[config.mk]
export PLATFORM = sky130hd
export DESIGN_NAME = spread_spectrum_modulator
export DESIGN_NICKNAME = d
export VERILOG_FILES = /design/src/design/spread_pkg.sv /design/src/design/spread_spectrum_modulator.sv /design/src/design/spread_tick_divider.sv
export SDC_FILE = /design/constraint.sdc
export NUM_CORES = 1
export LEC_CHECK = 0
export ABC_AREA = 1
export ABC_CLOCK_PERIOD_IN_PS = 5800
export BUFFER_PORTS_ARGS = -buffer_cell sky130_fd_sc_hd__buf_2
export CORE_MARGIN = 8
export CORE_UTILIZATION = 30
export CTS_BUF_LIST = sky130_fd_sc_hd__clkbuf_4
export CTS_CLUSTER_DIAMETER = 150
export DETAILED_ROUTE_END_ITERATION = 7
export GPL_ROUTABILITY_DRIVEN = 0
export SLEW_MARGIN = 20
export SYNTH_ARGS = -nofsm -noshare
export SYNTH_HDL_FRONTEND = slang
export SYNTH_HIERARCHICAL = 1
export SYNTH_SLANG_ARGS = --single-unit
export TNS_END_PERCENT = 1
[constraint.sdc]
create_clock -name core_clk -period 5.8 [get_ports core_clk]
set_input_delay 0.58 -clock core_clk [delete_from_list [all_inputs] [get_ports core_clk]]
set_output_delay 0.58 -clock core_clk [all_outputs]
set_load 0.005 [all_outputs]
[src/design/spread_pkg.sv]
// Constants shared by the spread-spectrum modulator and its testbench.
// Assumes one core clock and detector rates delivered as enable pulses.
package spread_pkg;
  // Register byte offsets on the AXI4-Lite slave.
  localparam logic [7:0] CTRL_OFS = 8'h00;
  localparam logic [7:0] OFFSET_OFS = 8'h04;
  localparam logic [7:0] NOMINAL_OFS = 8'h08;
  localparam logic [7:0] SAMPLES_LO_OFS = 8'h0C;
  localparam logic [7:0] SAMPLES_HI_OFS = 8'h10;
  localparam logic [7:0] PLL3_OFS = 8'h14;
  localparam logic [7:0] STATUS_OFS = 8'h18;
  localparam int ADDR_W = 8;

  // Field positions.
  localparam int STEP_LSB = 0;
  localparam int STEP_W = 4;
  localparam int QUAD_LSB = 4;
  localparam int QUAD_W = 3;
  localparam int DITHER_BIT = 8;
  localparam int DOUBLE_BIT = 9;
  localparam int PLL3_EN_BIT = 12;
  localparam int OFFSET_W = 6;
  localparam int N_LSB = 0;
  localparam int N_W = 12;
  localparam int A_LSB = 16;
  localparam int A_W = 4;
  localparam int REFDIV_LSB = 0;
  localparam int REFDIV_W = 8;
  localparam int LOOP_LSB = 16;
  localparam int LOOP_W = 16;

  // Profile shape.
  localparam int SAMPLE_COUNT = 12;
  localparam int DELTA_W = 4;
  localparam int IDX_W = 4;
  localparam int ACC_W = 10;
  localparam int PROFILE_W = 12;
  localparam int FRAC_W = 6;
  localparam int M_W = 14;
  localparam int FEEDBACK_W = 21;
  localparam logic [4:0] STEP_EXTRA = 5'h02;
  localparam logic [3:0] QUAD_MULT = 4'h2;

  // Reset values and bus answers.
  localparam logic [31:0] CTRL_RESET = 32'h0000_0000;
  localparam logic [31:0] WORD_ZERO = 32'h0000_0000;
  localparam logic [1:0] RESP_OKAY = 2'h0;
  localparam logic [1:0] RESP_SLVERR = 2'h2;
  localparam logic [15:0] LFSR_SEED = 16'hACE1;
endpackage : spread_pkg

[src/design/spread_spectrum_modulator.sv]
// Spread-spectrum modulator for two PLLs with an AXI4-Lite register slave.
// Assumes pfdTick, refTick and pll3PfdTick are one-cycle enables on core_clk.
//
// What this block does
// - Holds twelve 4-bit delta samples, uses only the selected count per quadrant.
// - Samples per quadrant equal the quadrant setting times two, capped at twelve.
// - Detector cycles per step equal the step setting plus two.
// - Deltas accumulate onto the offset to form the profile.
// - Dither bit set randomizes the profile LSB; clear leaves it alone.
// - Amplitude-double bit doubles the accumulated delta sum.
// - Second PLL spread runs only while its enable bit is one.
// - Second PLL uses 8-bit reference divide and 16-bit loop counter.
// - Step setting of zero disables first PLL spread.
// - Waveform has four mirrored quadrants built from one sample set.
module spread_spectrum_modulator (
  // Clock and reset
  input wire logic core_clk,
  input wire logic rstn,
  // AXI4-Lite write channels
  input wire logic [7:0] s_axi_awaddr,
  input wire logic s_axi_awvalid,
  output logic s_axi_awready,
  input wire logic [31:0] s_axi_wdata,
  input wire logic [3:0] s_axi_wstrb,
  input wire logic s_axi_wvalid,
  output logic s_axi_wready,
  output logic [1:0] s_axi_bresp,
  output logic s_axi_bvalid,
  input wire logic s_axi_bready,
  // AXI4-Lite read channels
  input wire logic [7:0] s_axi_araddr,
  input wire logic s_axi_arvalid,
  output logic s_axi_arready,
  output logic [31:0] s_axi_rdata,
  output logic [1:0] s_axi_rresp,
  output logic s_axi_rvalid,
  input wire logic s_axi_rready,
  // Detector rate enables
  input wire logic pfdTick,
  input wire logic refTick,
  input wire logic pll3PfdTick,
  // Feedback divider of the first PLL
  output logic [spread_pkg::FEEDBACK_W-1:0] feedbackValue,
  output logic spreadActive,
  // Second PLL spread outputs
  output logic [1:0] pll3Phase,
  output logic pll3LoopPulse
);
  typedef struct packed {
    logic [spread_pkg::ADDR_W-1:0] awAddr;
    logic awHave;
    logic [31:0] wData;
    logic [3:0] wStrb;
    logic wHave;
    logic bValid;
    logic [1:0] bResp;
    logic rValid;
    logic [31:0] rData;
    logic [1:0] rResp;
    logic [31:0] ctrl;
    logic [31:0] offset;
    logic [31:0] nominal;
    logic [31:0] samplesLo;
    logic [31:0] samplesHi;
    logic [31:0] pll3;
    logic [4:0] tickCnt;
    logic [spread_pkg::IDX_W-1:0] sampleIdx;
    logic [1:0] quadrant;
    logic signed [spread_pkg::ACC_W-1:0] acc;
    logic [15:0] lfsr;
    logic [spread_pkg::FEEDBACK_W-1:0] feedback;
    logic [1:0] pll3Phase;
  } mod_state_t;

  mod_state_t state_reg;
  mod_state_t state_next;

  logic [3:0] stepSet;
  logic [2:0] quadSet;
  logic spreadOn;
  logic [4:0] stepLast;
  logic [3:0] nSamples;
  logic [spread_pkg::IDX_W-1:0] useIdx;
  logic [47:0] sampleBits;
  logic [spread_pkg::DELTA_W-1:0] delta;
  logic stepNow;
  logic signed [spread_pkg::ACC_W-1:0] accScaled;
  logic signed [spread_pkg::PROFILE_W-1:0] profile;
  logic [spread_pkg::M_W-1:0] mNominal;
  logic [spread_pkg::FEEDBACK_W-1:0] feedbackNext;
  logic [31:0] wMask;
  logic [31:0] readWord;
  logic readHit;
  logic modTick;
  logic ctrlWrite;

  ////////////////////////////////////////////////////////////////////////////
  // Decoded settings.
  assign stepSet = state_reg.ctrl[spread_pkg::STEP_LSB +: spread_pkg::STEP_W];
  assign quadSet = state_reg.ctrl[spread_pkg::QUAD_LSB +: spread_pkg::QUAD_W];
  assign spreadOn = (stepSet != 4'h0);
  assign stepLast = 5'({1'b0, stepSet} + spread_pkg::STEP_EXTRA - 5'h01);
  assign sampleBits = {state_reg.samplesHi[15:0], state_reg.samplesLo};

  always_comb
  begin
    nSamples = 4'({1'b0, quadSet} * spread_pkg::QUAD_MULT);
    if (nSamples > 4'(spread_pkg::SAMPLE_COUNT))
      nSamples = 4'(spread_pkg::SAMPLE_COUNT);
  end

  assign useIdx = state_reg.quadrant[0] ? (nSamples - 4'h1 - state_reg.sampleIdx)
                                        : state_reg.sampleIdx;
  assign delta = (nSamples == 4'h0) ? 4'h0 : sampleBits[useIdx * 4 +: 4];
  // A control write restarts the profile, so that a smaller step or sample count cannot
  // leave the counters past their new end points or the profile off its centre.
  assign ctrlWrite = state_reg.awHave && state_reg.wHave && !state_reg.bValid
    && (state_reg.awAddr == spread_pkg::CTRL_OFS);
  assign stepNow = spreadOn && pfdTick && !ctrlWrite && (state_reg.tickCnt >= stepLast);

  assign accScaled = state_reg.ctrl[spread_pkg::DOUBLE_BIT] ? (state_reg.acc <<< 1)
                                                            : state_reg.acc;
  assign mNominal = (state_reg.nominal[spread_pkg::A_LSB +: spread_pkg::A_W] == 4'h0)
    ? 14'({state_reg.nominal[spread_pkg::N_LSB +: spread_pkg::N_W], 1'b0})
    : 14'({state_reg.nominal[spread_pkg::N_LSB +: spread_pkg::N_W], 1'b0}
      + 14'(state_reg.nominal[spread_pkg::A_LSB +: spread_pkg::A_W]) + 14'h0001);

  always_comb
  begin
    profile = 12'(state_reg.offset[spread_pkg::OFFSET_W-1:0]) + 12'(accScaled);
    if (state_reg.ctrl[spread_pkg::DITHER_BIT])
      profile[0] = state_reg.lfsr[0];
    if (spreadOn)
      feedbackNext = 21'({mNominal, 6'h00}) + 21'(signed'(profile));
    else
      feedbackNext = 21'({mNominal, 6'h00});
  end

  ////////////////////////////////////////////////////////////////////////////
  // Register read mux.
  always_comb
  begin
    readHit = 1'b1;
    case (s_axi_araddr)
      spread_pkg::CTRL_OFS: readWord = state_reg.ctrl;
      spread_pkg::OFFSET_OFS: readWord = state_reg.offset;
      spread_pkg::NOMINAL_OFS: readWord = state_reg.nominal;
      spread_pkg::SAMPLES_LO_OFS: readWord = state_reg.samplesLo;
      spread_pkg::SAMPLES_HI_OFS: readWord = state_reg.samplesHi;
      spread_pkg::PLL3_OFS: readWord = state_reg.pll3;
      spread_pkg::STATUS_OFS: readWord = {8'h00, 3'h0, state_reg.feedback};
      default:
      begin
        readWord = spread_pkg::WORD_ZERO;
        readHit = 1'b0;
      end
    endcase
  end

  always_comb
  begin
    for (int b = 0; b < 4; b++)
      wMask[b*8 +: 8] = {8{state_reg.wStrb[b]}};
  end

  ////////////////////////////////////////////////////////////////////////////
  // Next state.
  always_comb
  begin
    state_next = state_reg;
    if (s_axi_awvalid && s_axi_awready)
    begin
      state_next.awAddr = s_axi_awaddr;
      state_next.awHave = 1'b1;
    end
    if (s_axi_wvalid && s_axi_wready)
    begin
      state_next.wData = s_axi_wdata;
      state_next.wStrb = s_axi_wstrb;
      state_next.wHave = 1'b1;
    end
    if (state_reg.bValid && s_axi_bready)
      state_next.bValid = 1'b0;
    if (state_reg.awHave && state_reg.wHave && !state_reg.bValid)
    begin
      state_next.awHave = 1'b0;
      state_next.wHave = 1'b0;
      state_next.bValid = 1'b1;
      state_next.bResp = spread_pkg::RESP_OKAY;
      case (state_reg.awAddr)
        spread_pkg::CTRL_OFS:
          state_next.ctrl = (state_reg.ctrl & ~wMask) | (state_reg.wData & wMask);
        spread_pkg::OFFSET_OFS:
          state_next.offset = 32'((state_reg.wData & wMask) | (state_reg.offset & ~wMask))
            & 32'h0000_003F;
        spread_pkg::NOMINAL_OFS:
          state_next.nominal = (state_reg.nominal & ~wMask) | (state_reg.wData & wMask);
        spread_pkg::SAMPLES_LO_OFS:
          state_next.samplesLo = (state_reg.samplesLo & ~wMask) | (state_reg.wData & wMask);
        spread_pkg::SAMPLES_HI_OFS:
          state_next.samplesHi = ((state_reg.samplesHi & ~wMask) | (state_reg.wData & wMask))
            & 32'h0000_FFFF;
        spread_pkg::PLL3_OFS:
          state_next.pll3 = (state_reg.pll3 & ~wMask) | (state_reg.wData & wMask);
        spread_pkg::STATUS_OFS: state_next.bResp = spread_pkg::RESP_OKAY;
        default: state_next.bResp = spread_pkg::RESP_SLVERR;
      endcase
    end
    if (state_reg.rValid && s_axi_rready)
      state_next.rValid = 1'b0;
    if (s_axi_arvalid && s_axi_arready)
    begin
      state_next.rValid = 1'b1;
      state_next.rData = readWord;
      state_next.rResp = readHit ? spread_pkg::RESP_OKAY : spread_pkg::RESP_SLVERR;
    end

    // Modulator stepping; counters and accumulator park at the start point when off or rewritten.
    if (pfdTick)
      state_next.lfsr = {state_reg.lfsr[14:0],
        state_reg.lfsr[15] ^ state_reg.lfsr[13] ^ state_reg.lfsr[12] ^ state_reg.lfsr[10]};
    if (!spreadOn || ctrlWrite)
    begin
      state_next.tickCnt = 5'h00;
      state_next.sampleIdx = '0;
      state_next.quadrant = 2'h0;
      state_next.acc = '0;
    end
    else if (pfdTick)
    begin
      state_next.tickCnt = stepNow ? 5'h00 : state_reg.tickCnt + 5'h01;
      if (stepNow)
      begin
        if (state_reg.quadrant == 2'h0 || state_reg.quadrant == 2'h3)
          state_next.acc = state_reg.acc + 10'(delta);
        else
          state_next.acc = state_reg.acc - 10'(delta);
        if (state_reg.sampleIdx + 4'h1 >= nSamples)
        begin
          state_next.sampleIdx = '0;
          state_next.quadrant = state_reg.quadrant + 2'h1;
        end
        else
        begin
          state_next.sampleIdx = state_reg.sampleIdx + 4'h1;
        end
      end
    end
    if (pfdTick || !spreadOn)
      state_next.feedback = feedbackNext;
    if (!state_reg.ctrl[spread_pkg::PLL3_EN_BIT])
      state_next.pll3Phase = 2'h0;
    else if (modTick)
      state_next.pll3Phase = state_reg.pll3Phase + 2'h1;
  end

  always_ff @(posedge core_clk)
  begin
    if (!rstn)
    begin
      state_reg <= '0;
      state_reg.ctrl <= spread_pkg::CTRL_RESET;
      state_reg.lfsr <= spread_pkg::LFSR_SEED;
    end
    else
    begin
      state_reg <= state_next;
    end
  end

  ////////////////////////////////////////////////////////////////////////////
  // Second PLL: quarter-period ticks and loop feedback counter.
  // reference divide
  spread_tick_divider #(.WIDTH(spread_pkg::REFDIV_W)) refDivider (
    .core_clk(core_clk),
    .rstn(rstn),
    .enable(state_reg.ctrl[spread_pkg::PLL3_EN_BIT]),
    .tick(refTick),
    .divide(state_reg.pll3[spread_pkg::REFDIV_LSB +: spread_pkg::REFDIV_W]),
    .pulse(modTick)
  );

  spread_tick_divider #(.WIDTH(spread_pkg::LOOP_W)) loopDivider (
    .core_clk(core_clk),
    .rstn(rstn),
    .enable(state_reg.ctrl[spread_pkg::PLL3_EN_BIT]),
    .tick(pll3PfdTick),
    .divide(state_reg.pll3[spread_pkg::LOOP_LSB +: spread_pkg::LOOP_W]),
    .pulse(pll3LoopPulse)
  );

  assign s_axi_awready = !state_reg.awHave && !state_reg.bValid;
  assign s_axi_wready = !state_reg.wHave && !state_reg.bValid;
  assign s_axi_bvalid = state_reg.bValid;
  assign s_axi_bresp = state_reg.bResp;
  assign s_axi_arready = !state_reg.rValid;
  assign s_axi_rvalid = state_reg.rValid;
  assign s_axi_rdata = state_reg.rData;
  assign s_axi_rresp = state_reg.rResp;
  assign feedbackValue = state_reg.feedback;
  assign spreadActive = spreadOn;
  assign pll3Phase = state_reg.pll3Phase;

  ////////////////////////////////////////////////////////////////////////////
  // Checks.
  sample_bound_a: assert property (@(posedge core_clk) disable iff (!rstn)
    spreadOn && nSamples != 4'h0 |-> state_reg.sampleIdx < nSamples)
    else $error("sample index beyond selected count");

  quad_length_a: assert property (@(posedge core_clk) disable iff (!rstn)
    stepNow && state_reg.sampleIdx == 4'(quadSet * 2) - 4'h1 && quadSet <= 3'h6
    |=> state_reg.quadrant == $past(state_reg.quadrant) + 2'h1)
    else $error("quadrant did not advance after its samples");

  step_spacing_a: assert property (@(posedge core_clk) disable iff (!rstn)
    stepNow |-> state_reg.tickCnt == 5'({1'b0, stepSet} + 5'h01))
    else $error("step taken at wrong detector count");

  delta_accum_a: assert property (@(posedge core_clk) disable iff (!rstn)
    stepNow && state_reg.quadrant == 2'h0 |=> state_reg.acc == $past(state_reg.acc)
      + 10'($past(delta)))
    else $error("rising quadrant did not add its delta");

  dither_off_a: assert property (@(posedge core_clk) disable iff (!rstn)
    pfdTick && !state_reg.ctrl[spread_pkg::DITHER_BIT] && spreadOn
    |=> state_reg.feedback == $past(21'({mNominal, 6'h00})
      + 21'(signed'(12'(state_reg.offset[5:0]) + 12'(accScaled)))))
    else $error("feedback altered without dither");

  double_amp_a: assert property (@(posedge core_clk) disable iff (!rstn)
    state_reg.ctrl[spread_pkg::DOUBLE_BIT] |-> accScaled == state_reg.acc * 2)
    else $error("amplitude not doubled");

  spread_off_a: assert property (@(posedge core_clk) disable iff (!rstn)
    !spreadOn ##1 !spreadOn |-> state_reg.acc == '0
      && state_reg.feedback == $past(21'({mNominal, 6'h00})))
    else $error("spread not idle with zero step setting");

  mirror_fall_a: assert property (@(posedge core_clk) disable iff (!rstn)
    stepNow && state_reg.quadrant == 2'h1 |=> state_reg.acc == $past(state_reg.acc)
      - 10'($past(sampleBits[(nSamples - 4'h1 - state_reg.sampleIdx) * 4 +: 4])))
    else $error("falling quadrant not mirrored");

  pll3_gate_a: assert property (@(posedge core_clk) disable iff (!rstn)
    !state_reg.ctrl[spread_pkg::PLL3_EN_BIT] ##1 !state_reg.ctrl[spread_pkg::PLL3_EN_BIT]
    |-> !modTick && !pll3LoopPulse && pll3Phase == 2'h0)
    else $error("second PLL spread running while disabled");

  feedback_hold_a: assert property (@(posedge core_clk) disable iff (!rstn)
    spreadOn && !pfdTick ##1 spreadOn |-> $stable(state_reg.feedback))
    else $error("feedback changed between detector ticks");
endmodule : spread_spectrum_modulator

[src/design/spread_tick_divider.sv]
// Divides a stream of enable ticks by a programmable count.
// Assumes ticks come from logic on core_clk; divide 0 acts as divide 1.
module spread_tick_divider #(
  parameter int WIDTH = 8
) (
  // Clock and reset
  input wire logic core_clk,
  input wire logic rstn,
  // Control
  input wire logic enable,
  input wire logic tick,
  input wire logic [WIDTH-1:0] divide,
  // Result
  output logic pulse
);
  typedef struct packed {
    logic [WIDTH-1:0] count;
    logic pulse;
  } div_state_t;

  div_state_t state_reg;
  div_state_t state_next;
  logic [WIDTH-1:0] lastCount;

  always_comb
  begin
    state_next = state_reg;
    state_next.pulse = 1'b0;
    lastCount = (divide == '0) ? '0 : divide - WIDTH'(1);
    if (!enable)
    begin
      state_next.count = '0;
    end
    else if (tick)
    begin
      if (state_reg.count >= lastCount)
      begin
        state_next.count = '0;
        state_next.pulse = 1'b1;
      end
      else
      begin
        state_next.count = state_reg.count + WIDTH'(1);
      end
    end
  end

  always_ff @(posedge core_clk)
  begin
    if (!rstn)
      state_reg <= '0;
    else
      state_reg <= state_next;
  end

  assign pulse = state_reg.pulse;

  pulse_cause_a: assert property (@(posedge core_clk) disable iff (!rstn)
    pulse |-> $past(tick) && $past(enable))
    else $error("divider pulsed without an enabled tick");
endmodule : spread_tick_divider

==> results.sh, run 1 <==
export IMPL_status="finished, final reports clean"
export IMPL_cp_top_family="compound AO/OA/AOI/OAI gates"
export IMPL_period_needed_ns=4.418
export IMPL_max_slew_worst_pin_slew_ns=1.041
export IMPL_cts_root_buffer="clkbuf_4"
export IMPL_die_x_um=254.4
export IMPL_synth_area_leaders="dfxtp_1 37%, nand2_1 8.6%, a21oi_1 8.4%"
export IMPL_die_area_sq_um=64710
export IMPL_yosysTopAreaCell="dfxtp_1"
export IMPL_power_density_nw_per_um2=239.5
export IMPL_nets=2582
export IMPL_drt_iter0_drc=1313
export IMPL_critPathRequiredTime_ns=6.51
export IMPL_syn_area_sq_um=17050
export IMPL_grt_max_degree=93
export IMPL_avgSynthCellArea_sq_um=7.239
export IMPL_slowest_stage="dfxtp_1"
export IMPL_layout_commonest_cell="nand2_1"
export IMPL_leakage_uw=0.007721
export IMPL_pwr_share_clk_pct=44.7
export IMPL_crit_type="flop to flop"
export IMPL_critPathArrivalTime_ns=5.13
export IMPL_antenna_found_initial=6
export IMPL_io_pins=128
export IMPL_tritoncts="built"
export IMPL_maxSlewViolCount=0
export IMPL_vias=15800
export IMPL_synth_seq_area_share_pct=37.34
export IMPL_clock_path_buffers=3
export IMPL_yosysTopAreaCellShare_pct=37.34
export IMPL_ys_seq_elements=318
export IMPL_drc=0
export IMPL_ir_drop_v=0.0001264
export IMPL_slew_headroom_pct=29.85
export IMPL_dpl_worst_slack_ns=1.447
export IMPL_critPathMaxStageDelay_ns=0.54
export IMPL_rsz0062_at_grt="no"
export IMPL_fin_ws_ns=1.382
export IMPL_layout_common_cells="387 x nand2_1, 318 x dfxtp_1, 285 x a21oi_1, 275 x inv_1, 275 x o21ai_0"
export IMPL_p_sw_share_pct=26.88
export IMPL_synth_ff_type="dfxtp_1"
export IMPL_synth_cell_types=59
export IMPL_wire_per_inst_um=17.13
export IMPL_fp_dieH_um=254.4
export IMPL_grt_pass1_wl_mm=85.77
export IMPL_crit_path_end_kind="flop"
export IMPL_crit_path_max_fanout=14
export IMPL_critPathLaunchType="flop"
export IMPL_drt_wl_total_mm=55.75
export IMPL_post_cts_buffers=0
export IMPL_crit_buf_inv=2
export IMPL_core_sq_um=56280
export IMPL_grt_overflow_total=0
export IMPL_drtAntennaViolNets=0
export IMPL_hold_violations=0
export IMPL_cap_violations=0
export IMPL_final_util_pct=33.84
export IMPL_worstHoldPathType="primary input to flop"
export IMPL_timing_fmax_mhz=226.3
export IMPL_synth_async_sr_flop_share_pct=0
export IMPL_cts_htree_levels=3
export IMPL_switchingPower_uw=1226
export IMPL_avgViaCountPerCell=4.853
export IMPL_insertion_delay_ns=0.88
export IMPL_cts_clk_slew_worst_paths_ns=0.07
export IMPL_cts_resized=0
export IMPL_place_hpwl_mm=40.47
export IMPL_layout_drive_gt1_share_pct=14.39
export IMPL_finClkSkew_ns=0.09820
export IMPL_track_usage_pct=16.98
export IMPL_synth_yosys_warnings=6
export IMPL_p_int_uw=3335
export IMPL_initial_core_util_pct=30.29
export IMPL_synth_edf_count=0
export IMPL_netlist_instances=2355
export IMPL_seqPwrFrac_pct=49.6
export IMPL_cts_sinks=318
export IMPL_grt_pass1_vias=14940
export IMPL_cts_buffers=91
export IMPL_post_route_period_util_pct=76.18
export IMPL_area_growth_pct=11.71
export IMPL_setup_viol=0
export IMPL_core_rowCount=87
export IMPL_cts_hold_buf=11
export IMPL_fin_setup_tns_ns=0
export IMPL_port_buffers=125
export IMPL_drtPass1Iterations=6
export IMPL_p_comb_share_pct=5.7
## power groups by stage
stage,combinational (uW),clock [uW],sequential (uW)
after detailed placement,257,0,2310
final,259,2040,2260
after CTS,264,2110,2260
after global routing,292,2230,2260
after floorplan,164,0,2300
after global placement,256,0,2310
## cell families after synthesis
logic type | after synthesis | share of synthesized area (%)
xor gates and xnor gates | 57 | 2.973
and+or+nand+nor | 764 | 19.87
buffers and inverters | 447 | 11.61
DFF | 318 | 37.34
AOI/OAI and AO/OA | 687 | 22.05
adders and majority gates | 79 | 6.018
other | 1 | 0.02200
muxes | 2 | 0.1174
## Yosys cell counts (8+ instances only)
cell type	number
a211oi_1	22
a21oi_1	285
a221oi_1	8
a31oi_1	8
a32o_1	10
buf_2	10
buf_4	61
clkbuf_1	74
dfxtp_1	318
ha_1	74
inv_1	277
inv_2	8
nand2_1	389
nand2_2	15
nand3_1	82
nand4_1	16
nor2_1	184
nor2_2	13
nor3_1	19
nor3_2	8
o211ai_1	9
o21ai_0	275
o22ai_1	29
or2_2	11
xnor2_1	17
xor2_1	39
## layout make-up
cell class / count / area (sq um)
Sequential cell: 318 / 6366
Clock inverter: 23 / 143.9
Timing Repair Buffer: 149 / 835.8
Multi-Input combinational cell: 1591 / 8716
Antenna cell: 4 / 10.01
Clock buffer: 124 / 930.9
Tap cell: 756 / 945.9
Inverter: 290 / 1096
Fill cell: 6162 / 37230
## metrics by stage
stage | hold WS, ns | total power, uW | instances | cell area (sq um)
after floorplan | 0.4292 | 2462 | 2356 | 17050
after global placement | 0.4398 | 2565 | 3093 | 17850
after detailed placement | 0.4449 | 2565 | 3093 | 17850
after CTS | 0.001345 | 4630 | 3251 | 19030
after global routing | -0.0006957 | 4791 | 3253 | 19040
final | 0.05184 | 4561 | 3255 | 19040
## worst paths after layout
check                  startpoint                end  slack [ns]  depth (start not counted)
setup / recovery             flop  feedbackValue[18]        1.38                         25
hold / removal    s_axi_wdata[23]     state_reg[318]        0.05                          3
setup reg to reg             flop  feedbackValue[18]        1.38                         25
hold reg to reg              flop               flop        0.45                          2
## routing by layer
metal  GRT usage, %  routed length (um)  up-vias
met4          6.897                1838        6
li1               -                   -     8007
met2          26.30               24440      555
met5         0.9767                 108        -
met3          5.013                5012      115
met1          21.85               24350     7114
## worst min-delay path: stages
cell and delay (ns):
buf_2 0.07, o21ai_0 0.10, a21oi_1 0.13
Power figures use the tool's default switching activity.
==> run 2: changes to the inputs <==
ABC_CLOCK_PERIOD_IN_PS = 3700   (was 5800)
clock period = 3.7 ns   (was 5.8 ns; I/O delays follow)
==> results.sh, run 2 (synthesis results as in run 1) <==
export IMPL_fillCellCount=6052
export IMPL_avgViaCountPerCell=4.796
export IMPL_cts_buffers=88
export IMPL_cap_violations=0
export IMPL_cts_root_buffer="clkbuf_4"
export IMPL_layout_commonest_cell="nand2_1"
export IMPL_power_density_nw_per_um2=361.0
export IMPL_layout_drive_gt1_share_pct=19.55
export IMPL_wire_per_inst_um=16.75
export IMPL_cts_sinks=318
export IMPL_critPathLaunchType="flop"
export IMPL_core_rowCount=87
export IMPL_drc=0
export IMPL_drtAntennaViolNets=0
export IMPL_critPathArrivalTime_ns=4.37
export IMPL_track_usage_pct=17.14
export IMPL_grt_max_degree=65
export IMPL_drt_wl_total_mm=57.03
export IMPL_cts_clk_slew_worst_paths_ns=0.07
export IMPL_clock_path_buffers=3
export IMPL_port_buffers=125
export IMPL_grt_pass1_vias=15430
export IMPL_rsz0062_at_grt="yes"
export IMPL_worstHoldPathType="primary input to flop"
export IMPL_r2r_end="state_reg[46]"
export IMPL_initial_core_util_pct=30.29
export IMPL_setup_viol=0
export IMPL_die_x_um=254.4
export IMPL_layout_common_cells="380 x nand2_1, 315 x dfxtp_1, 274 x a21oi_1, 271 x inv_1, 265 x o21ai_0"
export IMPL_place_hpwl_mm=41.66
export IMPL_io_pins=128
export IMPL_whs_path_depth=3
export IMPL_maxSlewViolCount=0
export IMPL_timing_fmax_mhz=270.3
export IMPL_die_area_sq_um=64710
export IMPL_crit_path_max_fanout=8
export IMPL_insertion_delay_ns=0.83
export IMPL_crit_path_end_kind="flop"
export IMPL_vias=16330
export IMPL_fp_dieH_um=254.4
export IMPL_placed_cells=3178
export IMPL_slew_headroom_pct=27.57
export IMPL_post_route_period_util_pct=99.99
export IMPL_reg2reg_depth=21
export IMPL_core_sq_um=56280
export IMPL_dpl_worst_slack_ns=-0.1102
export IMPL_reg2reg_slack_ns=0.0003
export IMPL_drtPass1Iterations=7
export IMPL_crit_type="flop to flop"
export IMPL_worstHoldStart="rstn"
export IMPL_drt_iter0_drc=1271
export IMPL_area_growth_pct=20.78
export IMPL_grt_overflow_total=0
export IMPL_cts_htree_levels=3
export IMPL_finClkSkew_ns=0.07944
export IMPL_fin_ws_ns=0.0002887
export IMPL_hold_violations=0
export IMPL_period_needed_ns=3.700
export IMPL_antenna_found_initial=5
export IMPL_ir_drop_v=0.0001988
export IMPL_max_slew_worst_pin_slew_ns=1.085
export IMPL_critPathRequiredTime_ns=4.37
export IMPL_leakage_uw=0.008465
export IMPL_tritoncts="built"
export IMPL_nets=2720
export IMPL_finalNonFillerCells=3404
export IMPL_status="finished, final reports clean"
export IMPL_grt_pass1_wl_mm=87.14
[run 2: worst max-delay path by stage]
stage                              to  cells past startpoint  slack [ns]
finish                  state_reg[46]                     21      0.0003
global route            state_reg[48]                     30       -0.32
CTS                     state_reg[48]                     29      -0.007
detailed placement  feedbackValue[19]                     24       -0.11
global placement        state_reg[47]                     26       -0.03
floorplan           feedbackValue[18]                     28       0.006
[run 2: routing by layer]
metal,wire length [um],share of wire (%),GRT usage (%),vias up
li1,-,-,-,8289
met1,25610,45,22.44,7402
met2,25350,44,27.29,532
met3,4361,7.6,4.024,100
met4,1683,3.0,6.259,4
met5,24,0.042,0,-
[run 2: critical path: stages (launching register included)]
cell,delay [ns]
dfxtp_4,0.35
nand2_2,0.06
nand2_2,0.06
inv_2,0.06
nand2_2,0.05
fa_2,0.53
o21ai_2,0.06
inv_2,0.13
nand3_2,0.11
a21oi_4,0.17
nand2_4,0.08
ha_1,0.28
o21ai_0,0.22
inv_1,0.07
ha_1,0.27
nand2_1,0.07
o21a_1,0.18
o21ai_0,0.28
a21oi_1,0.11
o21ai_0,0.21
xnor2_1,0.15
a21oi_1,0.08
[run 2: final cells by class]
type | count | area (sq um) | area share, %
Multi-Input combinational cell | 1591 | 8942 | 43.43
Sequential cell | 318 | 6372 | 30.95
Timing Repair Buffer | 290 | 2033 | 9.875
Inverter | 290 | 1099 | 5.335
Clock buffer | 136 | 1021 | 4.959
Tap cell | 756 | 945.9 | 4.594
Clock inverter | 20 | 168.9 | 0.8204
Antenna cell | 3 | 7.507 | 0.03646
[run 2: timing repair]
action	CTS	global route
hold endpoints to repair	62	0
hold buffers	52	0
setup endpoints to repair	9	14
resized for setup	12	47
pin swaps	6	20
gates cloned	0	0
setup buffers	11	4
[run 2: stage by stage]
| step | hold slack [ns] | instance area [sq um] | setup TNS, ns | total power, uW | utilization (%) |
|---|---|---|---|---|---|
| 5_1_grt | 0.07209 | 20590 | -2.008 | 7774 | 36.59 |
| 2_1_floorplan | 0.4292 | 17080 | 0 | 3859 | - |
| 6_report | 0.09525 | 20590 | 0 | 7434 | 36.59 |
| 3_5_place_dp | 0.4434 | 18540 | -0.5478 | 4023 | 32.94 |
| 4_1_cts | 0.008629 | 20390 | -0.008652 | 7535 | 36.24 |
| 3_3_place_gp | 0.4411 | 18540 | -0.03201 | 4019 | 32.94 |
[run 2: power breakdown]
group | switching (uW) | total [uW] | internal [uW] | leakage (uW)
Combinational | 296 | 451 | 155 | 0.00519
Clock | 1570 | 3440 | 1870 | 0.000700
Sequential | 50.0 | 3540 | 3490 | 0.00258
